**src/logic/charger_id_pkg.sv**
```systemverilog
// Package with constants and types for the control identity register
package charger_id_pkg;
  localparam logic [7:0] REG_OFFSET = 8'h14;
  localparam int RESET_BIT = 7;
  localparam int DONE_BIT = 6;
  localparam logic [2:0] CFG_CODE_DEFAULT = 3'h5; // Arbitrary value
  localparam logic THERMAL_DEFAULT = 1'b1;
  localparam logic [1:0] REV_CODE_DEFAULT = 2'h2; // Arbitrary value
  localparam int RESTORE_CYCLES = 4;
  localparam logic [7:0] CTRL_RESET = 8'h00;

  typedef struct packed {
    logic restore;
    logic timer_restart;
  } restore_cmd_type;

  typedef enum logic [1:0] {
    ST_IDLE = 2'b00,
    ST_RESTORE = 2'b01,
    ST_DONE = 2'b10
  } restore_state_type;
endpackage

```
**src/logic/restore_timer.sv**
```systemverilog
// Counter that times the register restoration
`timescale 1ns/1ns
module restore_timer
  import charger_id_pkg::*;
#(
  parameter int CYCLES = RESTORE_CYCLES
) (
  input wire logic clk_sys,
  input wire logic rstn,
  input wire logic start,
  output logic busy_ff
);
  logic [7:0] cnt_ff;

  always_ff @(posedge clk_sys or negedge rstn) begin
    if (!rstn) begin
      cnt_ff <= 8'h00;
      busy_ff <= 1'b0;
    end else if (start) begin
      cnt_ff <= 8'(CYCLES - 1);
      busy_ff <= 1'b1;
    end else if (cnt_ff != 8'h00) begin
      cnt_ff <= cnt_ff - 8'h01;
    end else begin
      busy_ff <= 1'b0;
    end
  end
endmodule

```
**src/logic/charger_control_identity_register.sv**
```systemverilog
// Control, status and identity register of the charge controller
`timescale 1ns/1ns
//------------------------------------------------------------
// Notes on behaviour
// RULE_01: Writing one to bit 7 restores and restarts
// RULE_02: Reset bit clears itself after restoration
// RULE_03: Writing zero to bit 7 changes nothing
// RULE_04: Bit 6 reads optimiser done status
// RULE_05: Bits 5..0 fixed identity codes, writes ignored
//------------------------------------------------------------
module charger_control_identity_register
  import charger_id_pkg::*;
#(
  parameter logic [2:0] CFG_CODE = CFG_CODE_DEFAULT, // Arbitrary value
  parameter logic [1:0] REV_CODE = REV_CODE_DEFAULT, // Arbitrary value
  parameter logic THERMAL = THERMAL_DEFAULT
) (
  input wire logic clk_sys,
  input wire logic rstn,
  input wire logic [7:0] reg_addr,
  input wire logic [7:0] reg_wdata,
  input wire logic reg_wr,
  input wire logic reg_rd,
  input wire logic optimiser_done_flag,
  output logic [7:0] reg_rdata_ff,
  output logic rdata_valid_ff,
  output logic restore_defaults_ff,
  output logic safety_timer_restart_ff
);
  //------------------------------------------------------------
  // Restoration sequence
  //------------------------------------------------------------
  restore_state_type state_ff;
  restore_state_type nxt_state;
  logic reset_req_ff;
  logic done_sync_ff;
  logic busy;
  logic hit;
  logic start;
  logic zero_write;
  restore_cmd_type nxt_cmd;
  logic [7:0] nxt_rdata;

  //------------------------------------------------------------
  // Write decode
  //------------------------------------------------------------
  // Only bit 7 of a write is acted on; the other bits are read only
  assign hit = (reg_addr == REG_OFFSET);
  assign start = reg_wr && hit && reg_wdata[RESET_BIT]; // RULE_01
  // A write with bit 7 low is accepted and has no effect
  assign zero_write = reg_wr && hit && !reg_wdata[RESET_BIT]; // RULE_03

  restore_timer #(.CYCLES(RESTORE_CYCLES)) u_timer (
    .clk_sys(clk_sys),
    .rstn(rstn),
    .start(start),
    .busy_ff(busy)
  );

  always_comb begin
    nxt_state = state_ff;
    case (state_ff)
      ST_IDLE: begin
        if (start) begin
          nxt_state = ST_RESTORE; // RULE_01
        end
      end
      ST_RESTORE: begin
        if (!busy && !start) begin
          nxt_state = ST_DONE;
        end
      end
      ST_DONE: begin
        nxt_state = start ? ST_RESTORE : ST_IDLE;
      end
      default: begin
        nxt_state = ST_IDLE;
      end
    endcase
  end

  always_ff @(posedge clk_sys or negedge rstn) begin
    if (!rstn) begin
      state_ff <= ST_IDLE;
    end else begin
      state_ff <= nxt_state;
    end
  end

  // Request bit held until restoration completes; zero writes ignored
  always_ff @(posedge clk_sys or negedge rstn) begin
    if (!rstn) begin
      reset_req_ff <= 1'b0;
    end else if (start) begin
      reset_req_ff <= 1'b1; // RULE_01
    end else if (state_ff == ST_DONE) begin
      reset_req_ff <= 1'b0; // RULE_02
    end
  end // RULE_03

  // Both pulses come from one command word so they never skew
  always_comb begin
    nxt_cmd = '{restore: 1'b0, timer_restart: 1'b0};
    if (start) begin
      nxt_cmd.restore = 1'b1; // RULE_01
      nxt_cmd.timer_restart = 1'b1; // RULE_01
    end
  end

  always_ff @(posedge clk_sys or negedge rstn) begin
    if (!rstn) begin
      restore_defaults_ff <= 1'b0;
      safety_timer_restart_ff <= 1'b0;
    end else begin
      restore_defaults_ff <= nxt_cmd.restore; // RULE_01
      safety_timer_restart_ff <= nxt_cmd.timer_restart; // RULE_01
    end
  end

  //------------------------------------------------------------
  // Read path
  //------------------------------------------------------------
  always_ff @(posedge clk_sys or negedge rstn) begin
    if (!rstn) begin
      done_sync_ff <= 1'b0;
    end else begin
      done_sync_ff <= optimiser_done_flag; // RULE_04
    end
  end

  // Read word; other addresses read as zero
  always_comb begin
    nxt_rdata = 8'h00;
    if (hit) begin
      nxt_rdata[RESET_BIT] = reset_req_ff; // RULE_02
      nxt_rdata[DONE_BIT] = done_sync_ff; // RULE_04
      nxt_rdata[5:0] = {CFG_CODE, THERMAL, REV_CODE}; // RULE_05
    end
  end

  // Read data stays put until the next read strobe
  always_ff @(posedge clk_sys or negedge rstn) begin
    if (!rstn) begin
      reg_rdata_ff <= CTRL_RESET;
      rdata_valid_ff <= 1'b0;
    end else begin
      rdata_valid_ff <= reg_rd;
      if (reg_rd) begin
        reg_rdata_ff <= nxt_rdata;
      end
    end
  end

  //------------------------------------------------------------
  // Checks
  //------------------------------------------------------------
  // Restore command and pulses
  a_write_starts: assert property ( // RULE_01
    @(posedge clk_sys) disable iff (!rstn)
    start |=> restore_defaults_ff && safety_timer_restart_ff)
    else $error("reset write did not restore");
  a_pulse_pair: assert property ( // RULE_01
    @(posedge clk_sys) disable iff (!rstn)
    restore_defaults_ff == safety_timer_restart_ff)
    else $error("restore and timer pulses differ");
  a_zero_write: assert property ( // RULE_03
    @(posedge clk_sys) disable iff (!rstn)
    reg_wr && !start |=> !restore_defaults_ff)
    else $error("zero write caused restore");
  a_zero_timer: assert property ( // RULE_03
    @(posedge clk_sys) disable iff (!rstn)
    zero_write |=> !safety_timer_restart_ff)
    else $error("zero write restarted timer");
  a_idle_quiet: assert property ( // RULE_03
    @(posedge clk_sys) disable iff (!rstn)
    !start |=> !restore_defaults_ff && !safety_timer_restart_ff)
    else $error("restore pulse without request");
  // Self clearing request bit
  a_req_set: assert property ( // RULE_01
    @(posedge clk_sys) disable iff (!rstn)
    start |=> reset_req_ff)
    else $error("request bit not set");
  a_req_held: assert property ( // RULE_02
    @(posedge clk_sys) disable iff (!rstn)
    reset_req_ff && state_ff != ST_DONE |=> reset_req_ff)
    else $error("request bit dropped early");
  a_req_clear: assert property ( // RULE_02
    @(posedge clk_sys) disable iff (!rstn)
    state_ff == ST_DONE && !start |=> !reset_req_ff)
    else $error("request bit kept after restore");
  a_self_clear: assert property ( // RULE_02
    @(posedge clk_sys) disable iff (!rstn)
    start ##1 !start [*8] |=> !reset_req_ff)
    else $error("reset bit did not self clear");
  a_restore_ends: assert property ( // RULE_02
    @(posedge clk_sys) disable iff (!rstn)
    start ##1 !start [*8] |=> state_ff == ST_IDLE)
    else $error("restore sequence did not end");
  a_zero_keeps: assert property ( // RULE_03
    @(posedge clk_sys) disable iff (!rstn)
    zero_write && state_ff != ST_DONE |=>
      reset_req_ff == $past(reset_req_ff))
    else $error("zero write changed request bit");
  // Read port
  a_done_read: assert property ( // RULE_04
    @(posedge clk_sys) disable iff (!rstn)
    reg_rd && hit |=>
      reg_rdata_ff[DONE_BIT] == $past(done_sync_ff))
    else $error("done bit wrong");
  a_fixed_bits: assert property ( // RULE_05
    @(posedge clk_sys) disable iff (!rstn)
    reg_rd && hit |=>
      reg_rdata_ff[5:0] == {CFG_CODE, THERMAL, REV_CODE})
    else $error("identity bits wrong");
  a_other_zero: assert property (
    @(posedge clk_sys) disable iff (!rstn)
    reg_rd && !hit |=> reg_rdata_ff == 8'h00)
    else $error("other address read not zero");
  a_valid_pulse: assert property (
    @(posedge clk_sys) disable iff (!rstn)
    reg_rd |=> rdata_valid_ff)
    else $error("read valid missing");
  a_valid_quiet: assert property (
    @(posedge clk_sys) disable iff (!rstn)
    !reg_rd |=> !rdata_valid_ff)
    else $error("read valid without read");
  a_rdata_holds: assert property (
    @(posedge clk_sys) disable iff (!rstn)
    !reg_rd |=> $stable(reg_rdata_ff))
    else $error("read data changed without read");
endmodule

```
**config.mk**
```make
export PLATFORM = sky130hd
export DESIGN_NAME = charger_control_identity_register
export DESIGN_NICKNAME = d
export VERILOG_FILES = /design/src/logic/charger_id_pkg.sv /design/src/logic/restore_timer.sv /design/src/logic/charger_control_identity_register.sv
export SDC_FILE = /design/constraint.sdc
export NUM_CORES = 1
export LEC_CHECK = 0
export BUFFER_PORTS_ARGS = -buffer_cell sky130_fd_sc_hd__buf_4
export CAP_MARGIN = 10
export CORE_MARGIN = 8
export CORE_UTILIZATION = 50
export DETAILED_ROUTE_END_ITERATION = 7
export GPL_ROUTABILITY_DRIVEN = 0
export PLACE_DENSITY = 0.8
export SYNTH_ARGS = -nofsm -noshare
export SYNTH_HDL_FRONTEND = slang
export SYNTH_SLANG_ARGS = --single-unit
```
**constraint.sdc**
```tcl
create_clock -name clk_sys -period 2.7 [get_ports clk_sys]
set_input_delay 0.405 -clock clk_sys [delete_from_list [all_inputs] [get_ports clk_sys]]
set_output_delay 0.405 -clock clk_sys [all_outputs]
set_load 0.05 [all_outputs]
```
# [Word level (Yosys, flattened, before mapping)]
# Cells that the tools add are included.
[op_classes] addsub=1 multipliers=0 n_div=0 magnitude_cmp=0 n_eq_ne=6 shift=0 n_mux=12 n_bitwise=0 reduce_logical=10
[op_table] op="$mux 8" n=3
[op_table] op="$eq 8x5->1 const B" n=1
[op_table] op="$reduce_bool 8->1" n=1
[op_table] op="$sub 8x1->8 const B" n=1
[op_table] op="$mux 2" n=3
[op_table] op="$ne 2x2->1 const B" n=3
[op_table] op="$pmux 2 s3" n=1
[op_table] op="$mux 1" n=5
[op_table] op="$reduce_bool 2->1" n=2
[op_table] op="$logic_and 1x1->1" n=3
[op_table] op="$eq 2x1->1 const B" n=1
[op_table] op="$eq 2x2->1 const B" n=1
[op_table] op="$logic_not 1->1" n=2
[op_table] op="$logic_not 2->1" n=1
[op_table] op="$reduce_and 2->1" n=1
[totals] reg_bits=24 latchBits=0 mem_bits_rw=0 romBits=0 input_bits=21 output_inout_bits=11 wordCells=38 n_memories=0

# [Longest topological paths before layout]
# Gate-level depths: netlist (run 1).
[depth] ltp_word=7 ltp_mapped=6 depth_no_buf=5

# [Hierarchy]
# Synthesis (run 1) repeated with hierarchy kept, for this count alone.
[hier_totals] cells_unflattened=85 area_unflattened_um2=915.9
[by_module_without_submodules] module="restore_timer" n_inst=1 cells_per_inst=47 area_each_um2=494.2 seq_area_each_um2=225.2
[by_module_without_submodules] module="charger_control_identity_register" n_inst=1 cells_per_inst=38 area_each_um2=421.7 seq_area_each_um2=225.2

# [Least setup slack after synthesis (run 1)]
# No wires, ideal clock.
[synth_timing] path_type="register to register" startpoint="register u_timer.cnt_ff[0]" endpoint="register u_timer.cnt_ff[5]" setup_ps=79 t_arrival_ps=1593 t_required_ps=2621 setup_slack_ps=1028 path_stages_with_launch=7 n_path_buf=1 period_less_slack_ps=1672 cell_sequence="dfrtp_1 > inv_1 > ha_1 > or3b_2 > clkbuf_1 > or3b_2 > a21oi_1"
[synth_via] elab_chain_len=3 elab_cells_between_ends=5 cone_classes="add/sub (1); mux (2); reduce/logical (2)"
[synth_rtl] item="start: declaration" line_no="restore_timer.sv:13" text="logic [7:0] cnt_ff;"
[synth_rtl] item="start signal: assignment" line_no="restore_timer.sv:20" text="cnt_ff <= 8'(CYCLES - 1);"
[synth_rtl] item="start signal: assignment" line_no="restore_timer.sv:23" text="cnt_ff <= cnt_ff - 8'h01;"
[synth_rtl] item="$sub 8x1->8" line_no="restore_timer.sv:23"
[synth_rtl] item="$mux 8" line_no="restore_timer.sv:22" text="end else if (cnt_ff != 8'h00) begin"
[synth_rtl] item="$mux 8" line_no="restore_timer.sv:19" text="end else if (start) begin"
# Several ways; a longest one is shown, not always the timed one. The select of a mux whose other input is x is not followed.
# A chain may end at the register's enable or synchronous reset.

# [Final worst setup path (run 1)]
[layout_timing] startpoint="register u_timer.cnt_ff[3]" endpoint="register u_timer.cnt_ff[7]"
# Same word-level chain as after synthesis.

==> results.md, run 1 <==
* Critical Path Source: u_timer.cnt_ff[3]
* Post-synthesis cell area at 850.8 um^2
* Sequential-to-total area share from yosys stat at 0.5294
* Count of final max-slew check failures at 0
* Final core area utilization at 0.6195
* Commonest non-fill, non-tap cell in the layout: sky130_fd_sc_hd__buf_4
* Starting density of the core at 0.5094
* Setup repair after global routing missed its margin: false
* Die H at 57.25 um
* Cell depth of the worst flop-to-flop path at 3
* Standby leakage power at 0.0004666 uW
* Minimum clock period at 1.743 ns
* Min-Delay Endpoint: done_sync_ff
* Hold wc startpoint: optimiser_done_flag
* Share of the synthesized area in compound gates (AO/OA/AOI/OAI) at 0.1603
* Reported max-cap violation count at 0
* Post-synthesis instance total at 84
* Number of enable-type register cells in the synthesized netlist at 0
* Number of nets with antenna violations after routing at 0
* Global-route wire length before repair at 2.739 mm
* Row count at 15
* Detailed-routing iteration count for the pre-antenna-repair pass at 4
* CTS max path bufs at 2
* Main combinational cell family by area after synthesis: simple AND/OR/NAND/NOR gates
* Class of the most critical hold timing path: in -> reg
* DRC violation count after routing at 0
* Worst stage delay on the critical path at a little under 0.6 ns
* Antenna violations before repair at 0
* Total of warnings raised by yosys at 0
* Detail-routed via count per cell at 5.446
* Post-route cell area at roughly 1000 um^2
* Final TNS setup at 0 ns
* Nature of the critical path startpoint: flop
* Post-route worst setup slack at ~0.96 ns
* Post-synthesis xor/xnor area fraction at 0
* Vias in the first global route at just under 600
* Cell variety after synth at 26
* Fraction of the mapped netlist area in adder cells at 0.02941
* Top library cells by usage in the layout, fill and taps aside: sky130_fd_sc_hd__buf_4 (22), sky130_fd_sc_hd__dfrtp_1 (18), sky130_fd_sc_hd__o21ai_0 (11)
* Primary flip-flop cell chosen by synthesis mapping: sky130_fd_sc_hd__dfrtp_1
* Pin count of the biggest net entering global routing at 19
* FF+latch area at 450.4 um^2
* Arrival time at the worst endpoint at ~2 ns
* Reg2reg setup slack at 0.96 ns
* Diodes inserted at 0
* Area used by multi-input combinational logic at 317.8 um^2
* Clock root buffer: sky130_fd_sc_hd__clkbuf_4
* Portion of netlist area occupied by mux cells at 0
* Critical-path cell list: or4_4 > or4_1 > a21oi_1
* Syn_area_per_cell at around 10 um^2
* Final HPWL from detailed placement at between 1 and 1.5 mm
* Crit-path max FO at 13
* Power per unit of standard cell area at a little under 800 nW/um^2
* Die Area at ~3300 um^2
* Capturing point of the worst reg2reg path: u_timer.cnt_ff[7]
* All-Layer GR Usage at 0.1063
* Endpoint required time on the critical path at between 2 and 3 ns
* GR Overflow Total at 0
* Capturing element type of the critical path: flop
* Cts bufs inserted at 3
* Clock Latency Late Sink at 0.29 ns
* Power consumption at 799.6 uW
* CTS tree: done
* Standard cell with the maximum stage delay on the critical path: sky130_fd_sc_hd__or4_4
* NumNets Final at between 100 and 150
* Share of layout cells above drive strength 1 at 0.2885
* Die X-Extent at 57.25 um
* Worst slack after detailed placement at roughly 1 ns
* Final hold vios at 0
* Drt wl/cell at between 10 and 15 um
* Final worst-path cycle share at 0.6454
* Total vias in the final route at between 600 and 700
* Area fraction in and, or, nand and nor cells after synthesis at 0.1750
* Number of placed I/O pins at 32
* Drt initial violations at 13
* DP Area at 988.4 um^2
* Number of filler cells placed in the layout at 147
* Share of synthesized registers carrying an async set or reset at 1.000
* Type of the setup path with the least slack: reg -> reg
* Sinks on Clock Net at 18
* Status: complete, no violations
* Syn-to-layout area delta at 21.62%
* Final setup fails at 0
* Instance count along the most critical hold path at 1
* Total length of routed wires at 1.619 mm
* Clock transition at the registers of the reported paths at 0.09 ns
* Achievable clock frequency at 573.8 MHz
* Core area at roughly 1700 um^2
* Cells resized by post-CTS repair at 0
* Count of port buffers added during placement at 22
* Launch instance of the worst register-to-register path: u_timer.cnt_ff[3]
* CTS H-tree depth at 1
* Layout Skew at 0.001155 ns
* Peak supply drop at 0.0006228 V
* Count of state elements after synthesis at 18
[Yosys cell counts, drive strengths merged, types with 3 or more instances]
cell / instances / area share
a21oi: 6 / 0.035
buf: 6 / 0.053
dfrtp: 18 / 0.53
inv: 8 / 0.035
nand2: 3 / 0.013
nor2b: 3 / 0.022
nor4b: 4 / 0.041
o21ai: 11 / 0.065
or4: 3 / 0.031
[worst max-delay path by stage]
stage                                    to  slack (ns)  cells past startpoint
after floorplan           u_timer.cnt_ff[5]        1.03                      6
after global placement    u_timer.cnt_ff[7]        1.02                      3
after detailed placement  u_timer.cnt_ff[7]        0.97                      3
after CTS                 u_timer.cnt_ff[7]        0.96                      3
after global routing      u_timer.cnt_ff[6]        0.88                      3
final                     u_timer.cnt_ff[7]        0.96                      3
[through the flow]
step                      std cells  hold WS, ns
after floorplan                  85       0.1094
after CTS                       121       0.2020
after detailed placement        116       0.2829
after global placement          116       0.2840
final                           121       0.2095
after global routing            121       0.1879
[repair_timing]
action | CTS | global route
setup buffers | 0 | 0
hold endpoints to repair | 18 | 0
hold buffers | 1 | 0
[power by group]
part	switching (uW)	leakage, uW	total, uW	internal (uW)
clock	79.0	0.0000210	161	82.3
combinational	119	0.000231	235	116
sequential	69.2	0.000215	404	334
[sequential cells by signal (all words and copies together) (netlist names)]
| name | flops |
|---|---|
| rdata_valid_ff | 1 |
| done_sync_ff | 1 |
| reset_req_ff | 1 |
| state_ff | 2 |
| u_timer.busy_ff | 1 |
| restore_defaults_ff | 1 |
| u_timer.cnt_ff | 8 |
| reg_rdata_ff | 3 |
[worst max-delay path, delay by kind of cell (launching register included)]
family / cells / cell delay [ns]
flip-flops: 1 / 0.45
AND/OR/NAND/NOR: 2 / 1.08
AO/OA/AOI/OAI: 1 / 0.14
[layer usage]
| layer | up-vias | part of all wire | GRT usage |
|---|---|---|---|
| met3 | 4 | 0.056 | 0.05157 |
| met5 | - | 0 | 0 |
| met4 | 0 | 0.017 | 0.04286 |
| li1 | 330 | - | - |
| met1 | 314 | 0.40 | 0.1158 |
| met2 | 11 | 0.53 | 0.1723 |
[final cells by class]
cell class / instances / area share
tap: 17 / 0.02056
multi-input combinational: 50 / 0.3071
timing repair buffer: 23 / 0.1693
inverter: 9 / 0.03265
clock buffer: 4 / 0.03507
sequential: 18 / 0.4353
[cell families (layout without fill, tap and decap cells)]
| logic type | count (synthesis) | count (layout) |
|---|---|---|
| fa+ha+maj | 2 | 2 |
| buf+inv | 17 | 36 |
| simple gates | 22 | 22 |
| compound gates | 24 | 24 |
| flops | 18 | 18 |
| other cells | 1 | 2 |
Power figures use the tool's default switching activity.
==> inputs of run 2 (changes only) <==
- ABC_AREA: not set -> 1
- CORE_UTILIZATION: 50 -> 44
- PLACE_DENSITY: 0.8 -> 0.72
- clock period: 2.7 -> 1.6 ns (I/O delays scaled with it)
==> results.md, run 2 <==
* Number of nets with antenna violations after routing at 0
* Die H at ~64 um
* Arrival time at the worst endpoint at 1.50 ns
* Reported max-cap violation count at 0
* Library cell with the highest instance count after synthesis: sky130_fd_sc_hd__nand2_1
* Final hold vios at 0
* Critical Path Source: u_timer.cnt_ff[0]
* Layout Skew at 0.004687 ns
* Final setup fails at 0
* Starting density of the core at 0.4609
* CTS tree: done
* DRC violation count after routing at 0
* Power per unit of standard cell area at 1252 nW/um^2
* Standard cell with the maximum stage delay on the critical path: sky130_fd_sc_hd__dfrtp_1
* Crit-path max FO at 5
* Post-route insts no fill at 174
* Cells resized by post-CTS repair at 0
* Syn-to-layout area delta at 20.32%
* Library cell occupying the most area in the post-synthesis netlist: sky130_fd_sc_hd__dfrtp_1
* Antenna violations before repair at 0
* CTS max path bufs at 2
* Class of the most critical hold timing path: in -> reg
* Regs by FF count: u_timer.cnt_ff: 8 flops, reg_rdata_ff: 3 flops, state_ff: 2 flops
* Type of the setup path with the least slack: reg -> reg
* CTS H-tree depth at 1
* GR Overflow Total at 0
* Critical-path cell list: inv_2 > ha_1 > inv_2 > o21ai_1 > nand2_1 > nand3b_1 > inv_1
* Setup repair after global routing missed its margin: false
* NumNets Final at 170
* Top library cells by usage in the layout, fill and taps aside: sky130_fd_sc_hd__nand2_1 (30), sky130_fd_sc_hd__buf_4 (22), sky130_fd_sc_hd__dfrtp_1 (18)
* Worst stage delay on the critical path at 0.40 ns
* Post-CTS repair timing setup buffer count at 0
* Share of layout cells above drive strength 1 at 0.3493
* Clock Latency Late Sink at slightly below 0.3 ns
* Post-synthesis instance total at 124
* Status: complete, no violations
* Nature of the critical path startpoint: flop
* Share of the synthesized area in the top cell type at 0.4461
* Die Area at 4084 um^2
* Standby leakage power at just under 0.0007 uW
* Register containing the most flip-flops in the final layout: u_timer.cnt_ff
* Met2 usage at 0.1744
* Diodes inserted at 0
* Drt initial violations at 32
* Final HPWL from detailed placement at 1.502 mm
* Final worst-path cycle share at 0.7876
* Sequential-to-total area share from yosys stat at 0.4461
* Instance count along the most critical hold path at 1
* Peak supply drop at around 0.0012 V
* Clock transition at the registers of the reported paths at 0.11 ns
* Minimum clock period at 1.260 ns
* Reg2reg setup slack at about 0.34 ns
* Count of port buffers added during placement at 22
* Endpoint required time on the critical path at 1.84 ns
* Sinks on Clock Net at 18
* Commonest cells post-synth: sky130_fd_sc_hd__nand2_1 (30), sky130_fd_sc_hd__dfrtp_1 (18), sky130_fd_sc_hd__inv_1 (16)
* Post-synthesis cell area at 1010 um^2
* Total length of routed wires at 1.887 mm
* Count of state elements after synthesis at 18
* Total vias in the final route at 809
* Detail-routed via count per cell at about 4.6
* Max FFs per register at 8
* DP Cell Count at between 150 and 200
* Final TNS setup at 0 ns
* Pin count of the biggest net entering global routing at 19
* Achievable clock frequency at 793.6 MHz
* Critical path destination: u_timer.cnt_ff[4]
* Primary flip-flop cell chosen by synthesis mapping: sky130_fd_sc_hd__dfrtp_1
* Core area at 2191 um^2
* Cell variety after synth at 22
* Vias in the first global route at roughly 780
* Clock root buffer: sky130_fd_sc_hd__clkbuf_4
* All-Layer GR Usage at 0.09827
* Capturing point of the worst reg2reg path: u_timer.cnt_ff[4]
* Cell depth of the worst flop-to-flop path at 7
* Capturing element type of the critical path: flop
* Worst path most repeated cell: sky130_fd_sc_hd__inv_2
* Commonest non-fill, non-tap cell in the layout: sky130_fd_sc_hd__nand2_1
* Total of warnings raised by yosys at 0
* Share of synthesized registers carrying an async set or reset at 1.000
* Global-route wire length before repair at 3.312 mm
* Detailed-routing iteration count for the pre-antenna-repair pass at 4
* Number of placed I/O pins at 32
* Most Used Layer, Global Route: met2
* Number of enable-type register cells in the synthesized netlist at 0
* Row count at 17
* Biggest area contributors in the synthesized netlist: sky130_fd_sc_hd__dfrtp_1 (45%), sky130_fd_sc_hd__nand2_1 (11%), sky130_fd_sc_hd__inv_1 (5.9%), sky130_fd_sc_hd__buf_4 (4.5%), sky130_fd_sc_hd__nor2_4 (4.5%)
* Cts bufs inserted at 3
* Syn_area_per_cell at 8.143 um^2
* Final core area utilization at 0.5545
* Drt wl/cell at 10.84 um
* Global Route met1 Usage at 0.1023
* Launch instance of the worst register-to-register path: u_timer.cnt_ff[0]
* Met3 usage at 0.04530
* Count of final max-slew check failures at 0
* Die X-Extent at about 64 um
[run 2: routing by layer]
metal | up-vias | wire [um]
met5 | - | 0
met1 | 374 | 778
met4 | 0 | 6
li1 | 414 | -
met2 | 19 | 953
met3 | 2 | 148
[run 2: what timing repair did]
item,4_1_cts,5_1_grt
endpoints found under the hold margin,18,0
endpoints found under the setup margin,0,0
hold buffers,1,0
[run 2: stage by stage]
stage / area [um^2] / total power (uW) / worst slack (ns) / hold slack [ns]
floorplan: 1013 / 1116 / 0.4196 / -0.05559
global placement: 1169 / 1218 / 0.3918 / 0.1194
detailed placement: 1169 / 1246 / 0.3589 / 0.1197
CTS: 1215 / 1538 / 0.3219 / 0.03998
global route: 1215 / 1644 / 0.2341 / 0.02140
finish: 1215 / 1521 / 0.3399 / 0.04817
[run 2: how the worst min path moves through the flow]
stage	startpoint	to
after detailed placement	rstn	reg_rdata_ff[5]
after global routing	optimiser_done_flag	done_sync_ff
final	optimiser_done_flag	done_sync_ff
after floorplan	rstn	done_sync_ff
after global placement	rstn	reg_rdata_ff[5]
after CTS	optimiser_done_flag	done_sync_ff
[run 2: power by group]
part	leakage (uW)	switching (uW)	total, uW	internal (uW)
clock network	0.0000210	143	282	139
registers	0.000228	78.0	644	566
logic	0.000441	382	595	213
total	0.000691	603	1520	918
[run 2: layout make-up]
class / count / area [um^2]
multi-input cells: 76 / 424.2
clock buffers: 4 / 36.28
flip-flops and latches: 18 / 450.4
well taps: 28 / 35.03
inverters: 25 / 93.84
repair buffers: 23 / 175.2
fillers: 212 / 975.9
[run 2: worst max-delay path: cells and delay by family (launching register included)]
family / cells / cell delay, ns
AND/OR/NAND/NOR: 2 / 0.19
flip-flops: 1 / 0.40
AO/OA/AOI/OAI: 1 / 0.15
buffers and inverters: 3 / 0.19
adder cells (fa/ha/maj): 1 / 0.26
[run 2: kinds of logic after synthesis]
group	Yosys count	share of synthesized area
buffers and inverters	31	0.1375
DFF	18	0.4461
AOI/OAI and AO/OA	10	0.05204
other	1	0.003714
adders and majority gates	2	0.02478
and+or+nand+nor	62	0.3358
==> inputs of run 3 (changes only) <==
- CORE_UTILIZATION: 44 -> 49
- PLACE_DENSITY: 0.72 -> 0.76
- clock period: 1.6 -> 1.2 ns (I/O delays scaled with it)
==> results.md, run 3 (synthesis gave the netlist of run 2 again) <==
* Crit-path max FO at 4
* Number of placed I/O pins at 32
* Detail-routed via count per cell at around 4.7
* Antenna violations before repair at 0
* CTS H-tree depth at 1
* Total length of routed wires at 2.108 mm
* Peak supply drop at 0.001267 V
* Final worst-path cycle share at 1.000
* Nature of the critical path startpoint: flop
* CTS max path bufs at 2
* Drt wl/cell at roughly 12 um
* Worst path most repeated cell: sky130_fd_sc_hd__inv_2
* Endpoint required time on the critical path at ~1.4 ns
* Clock Latency Late Sink at 0.29 ns
* Total vias in the final route at 851
* DP Area at 1182 um^2
* Top library cells by usage in the layout, fill and taps aside: sky130_fd_sc_hd__nand2_1 (30), sky130_fd_sc_hd__buf_4 (28), sky130_fd_sc_hd__dfrtp_1 (18)
* Final hold vios at 0
* Count of final max-slew check failures at 0
* NumNets Final at 178
* Vias in the first global route at 869
* Clock root buffer: sky130_fd_sc_hd__clkbuf_4
* Clock transition at the registers of the reported paths at 0.10 ns
* Sinks on Clock Net at 18
* Status: complete, but fails checks
* Detailed-routing iteration count for the pre-antenna-repair pass at 4
* Diodes inserted at 0
* All-Layer GR Usage at 0.1249
* Setup repair after global routing missed its margin: true
* Syn-to-layout area delta at 29.86%
* Capturing element type of the critical path: flop
* Arrival time at the worst endpoint at 1.44 ns
* Share of layout cells above drive strength 1 at 0.4026
* Number of filler cells placed in the layout at 179
* Die Area at between 3000 and 4000 um^2
* Regs by FF count: u_timer.cnt_ff: 8 flops, reg_rdata_ff: 3 flops, state_ff: 2 flops
* Violated checks: negative setup slack
* Die H at 61.40 um
* Critical-path cell list: inv_2 > ha_2 > inv_2 > o21ai_1 > nand2_1 > nand3b_1 > inv_1
* Pin count of the biggest net entering global routing at 19
* Cts bufs inserted at 3
* DRC violation count after routing at 0
* Number of nets with antenna violations after routing at 0
* Post-route cell area at 1311 um^2
* Achievable clock frequency at 833.0 MHz
* Area used by multi-input combinational logic at between 400 and 500 um^2
* Power per unit of standard cell area at 1738 nW/um^2
* Final HPWL from detailed placement at 1.632 mm
* Global-route wire length before repair at 3.477 mm
* Die X-Extent at 61.40 um
* Commonest non-fill, non-tap cell in the layout: sky130_fd_sc_hd__nand2_1
* Row count at 16
* Register containing the most flip-flops in the final layout: u_timer.cnt_ff
* Post-route worst setup slack at -0.0005416 ns
* Core area at 1962 um^2
* CTS tree: done
* Final setup fails at 1
* Max FFs per register at 8
* Final core area utilization at 0.6684
* Layout Skew at 0.001287 ns
* Starting density of the core at 0.5147
* Count of port buffers added during placement at 22
* Standby leakage power at 0.0007316 uW
* Reported max-cap violation count at 0
* Drt initial violations at 21
* FF+latch area at 450.4 um^2
* Standard cell with the maximum stage delay on the critical path: sky130_fd_sc_hd__dfrtp_1
* Minimum clock period at 1.201 ns
* Type of the setup path with the least slack: reg -> reg
* Worst stage delay on the critical path at approximately 0.40 ns
* Class of the most critical hold timing path: in -> reg
* GR Overflow Total at 0
==> run 3: changes by cell type in the layout (fill, tap and decap cells not counted) <==
cell / change
sky130_fd_sc_hd__a21oi_2: +2
sky130_fd_sc_hd__ha_1: -2
sky130_fd_sc_hd__buf_4: +6
sky130_fd_sc_hd__a21oi_1: -2
sky130_fd_sc_hd__ha_4: +1
sky130_fd_sc_hd__ha_2: +1
sky130_fd_sc_hd__nand2_2: -1
sky130_fd_sc_hd__dlygate4sd3_1: +2
sky130_fd_sc_hd__nor2_2: -1
sky130_fd_sc_hd__inv_1: -1
sky130_fd_sc_hd__inv_2: +1
sky130_fd_sc_hd__nor2_4: +1
sky130_fd_sc_hd__nand2_4: +1
==> run 3: what timing repair did <==
action                                  in CTS  in global routing
cloned                                       0                  0
hold endpoints to repair                    20                  0
endpoints found under the setup margin       3                  9
resized for setup                            3                  5
hold buffers                                 3                  0
buffers inserted                             0                  4
==> run 3: worst paths after layout <==
check	start	to	slack, ns	cells after the start
setup / recovery	u_timer.cnt_ff[0]	u_timer.cnt_ff[4]	-0.0005	7
hold / removal	reg_wr	u_timer.cnt_ff[5]	0.26	4
setup reg to reg	u_timer.cnt_ff[0]	u_timer.cnt_ff[4]	-0.0005	7
hold reg to reg	done_sync_ff	reg_rdata_ff[6]	0.46	2
max in group asynchronous	rstn	u_timer.cnt_ff[2]	0.72	2
min in group asynchronous	rstn	state_ff[0]	0.28	2
==> run 3: final cells by class <==
cell class,count,share of cell area
multi-input cells,76,0.3483
flip-flops and latches,18,0.3435
repair buffers,31,0.1832
inverters,25,0.07156
clock buffers,4,0.02767
well taps,27,0.02576
==> run 3: report_power, final <==
part           internal (uW)  leakage (uW)  switching (uW)  total [uW]
clock network            185     0.0000210             188         372
registers                754      0.000228             120         874
logic                    451      0.000482             582        1030
==> run 3: metrics by stage <==
stage / worst slack (ns) / std cells / hold WS [ns] / TNS, ns / power, uW
finish: -0.0005416 / 181 / 0.2571 / -0.0005416 / 2280
global route: -0.05971 / 181 / 0.2451 / -0.1181 / 2453
CTS: 0.001635 / 177 / 0.2513 / 0 / 2150
detailed placement: -0.01202 / 170 / 0.06575 / -0.01202 / 1717
global placement: 0.003373 / 170 / 0.05995 / 0 / 1674
floorplan: 0.07964 / 125 / -0.1156 / 0 / 1489
==> run 3: routing by layer <==
metal	wire [um]	global-route usage	part of all wire
met1	787	0.1175	0.37
met2	1163	0.2478	0.55
met3	109	0.02505	0.052
met4	47	0.05844	0.022
met5	0	0	0
==> run 3: worst max-delay path, delay by kind of cell (launching register included) <==
kind,cells,cell delay (ns)
flip-flops,1,0.40
AO/OA/AOI/OAI,1,0.12
adder cells (fa/ha/maj),1,0.21
buffers and inverters,3,0.20
AND/OR/NAND/NOR,2,0.21
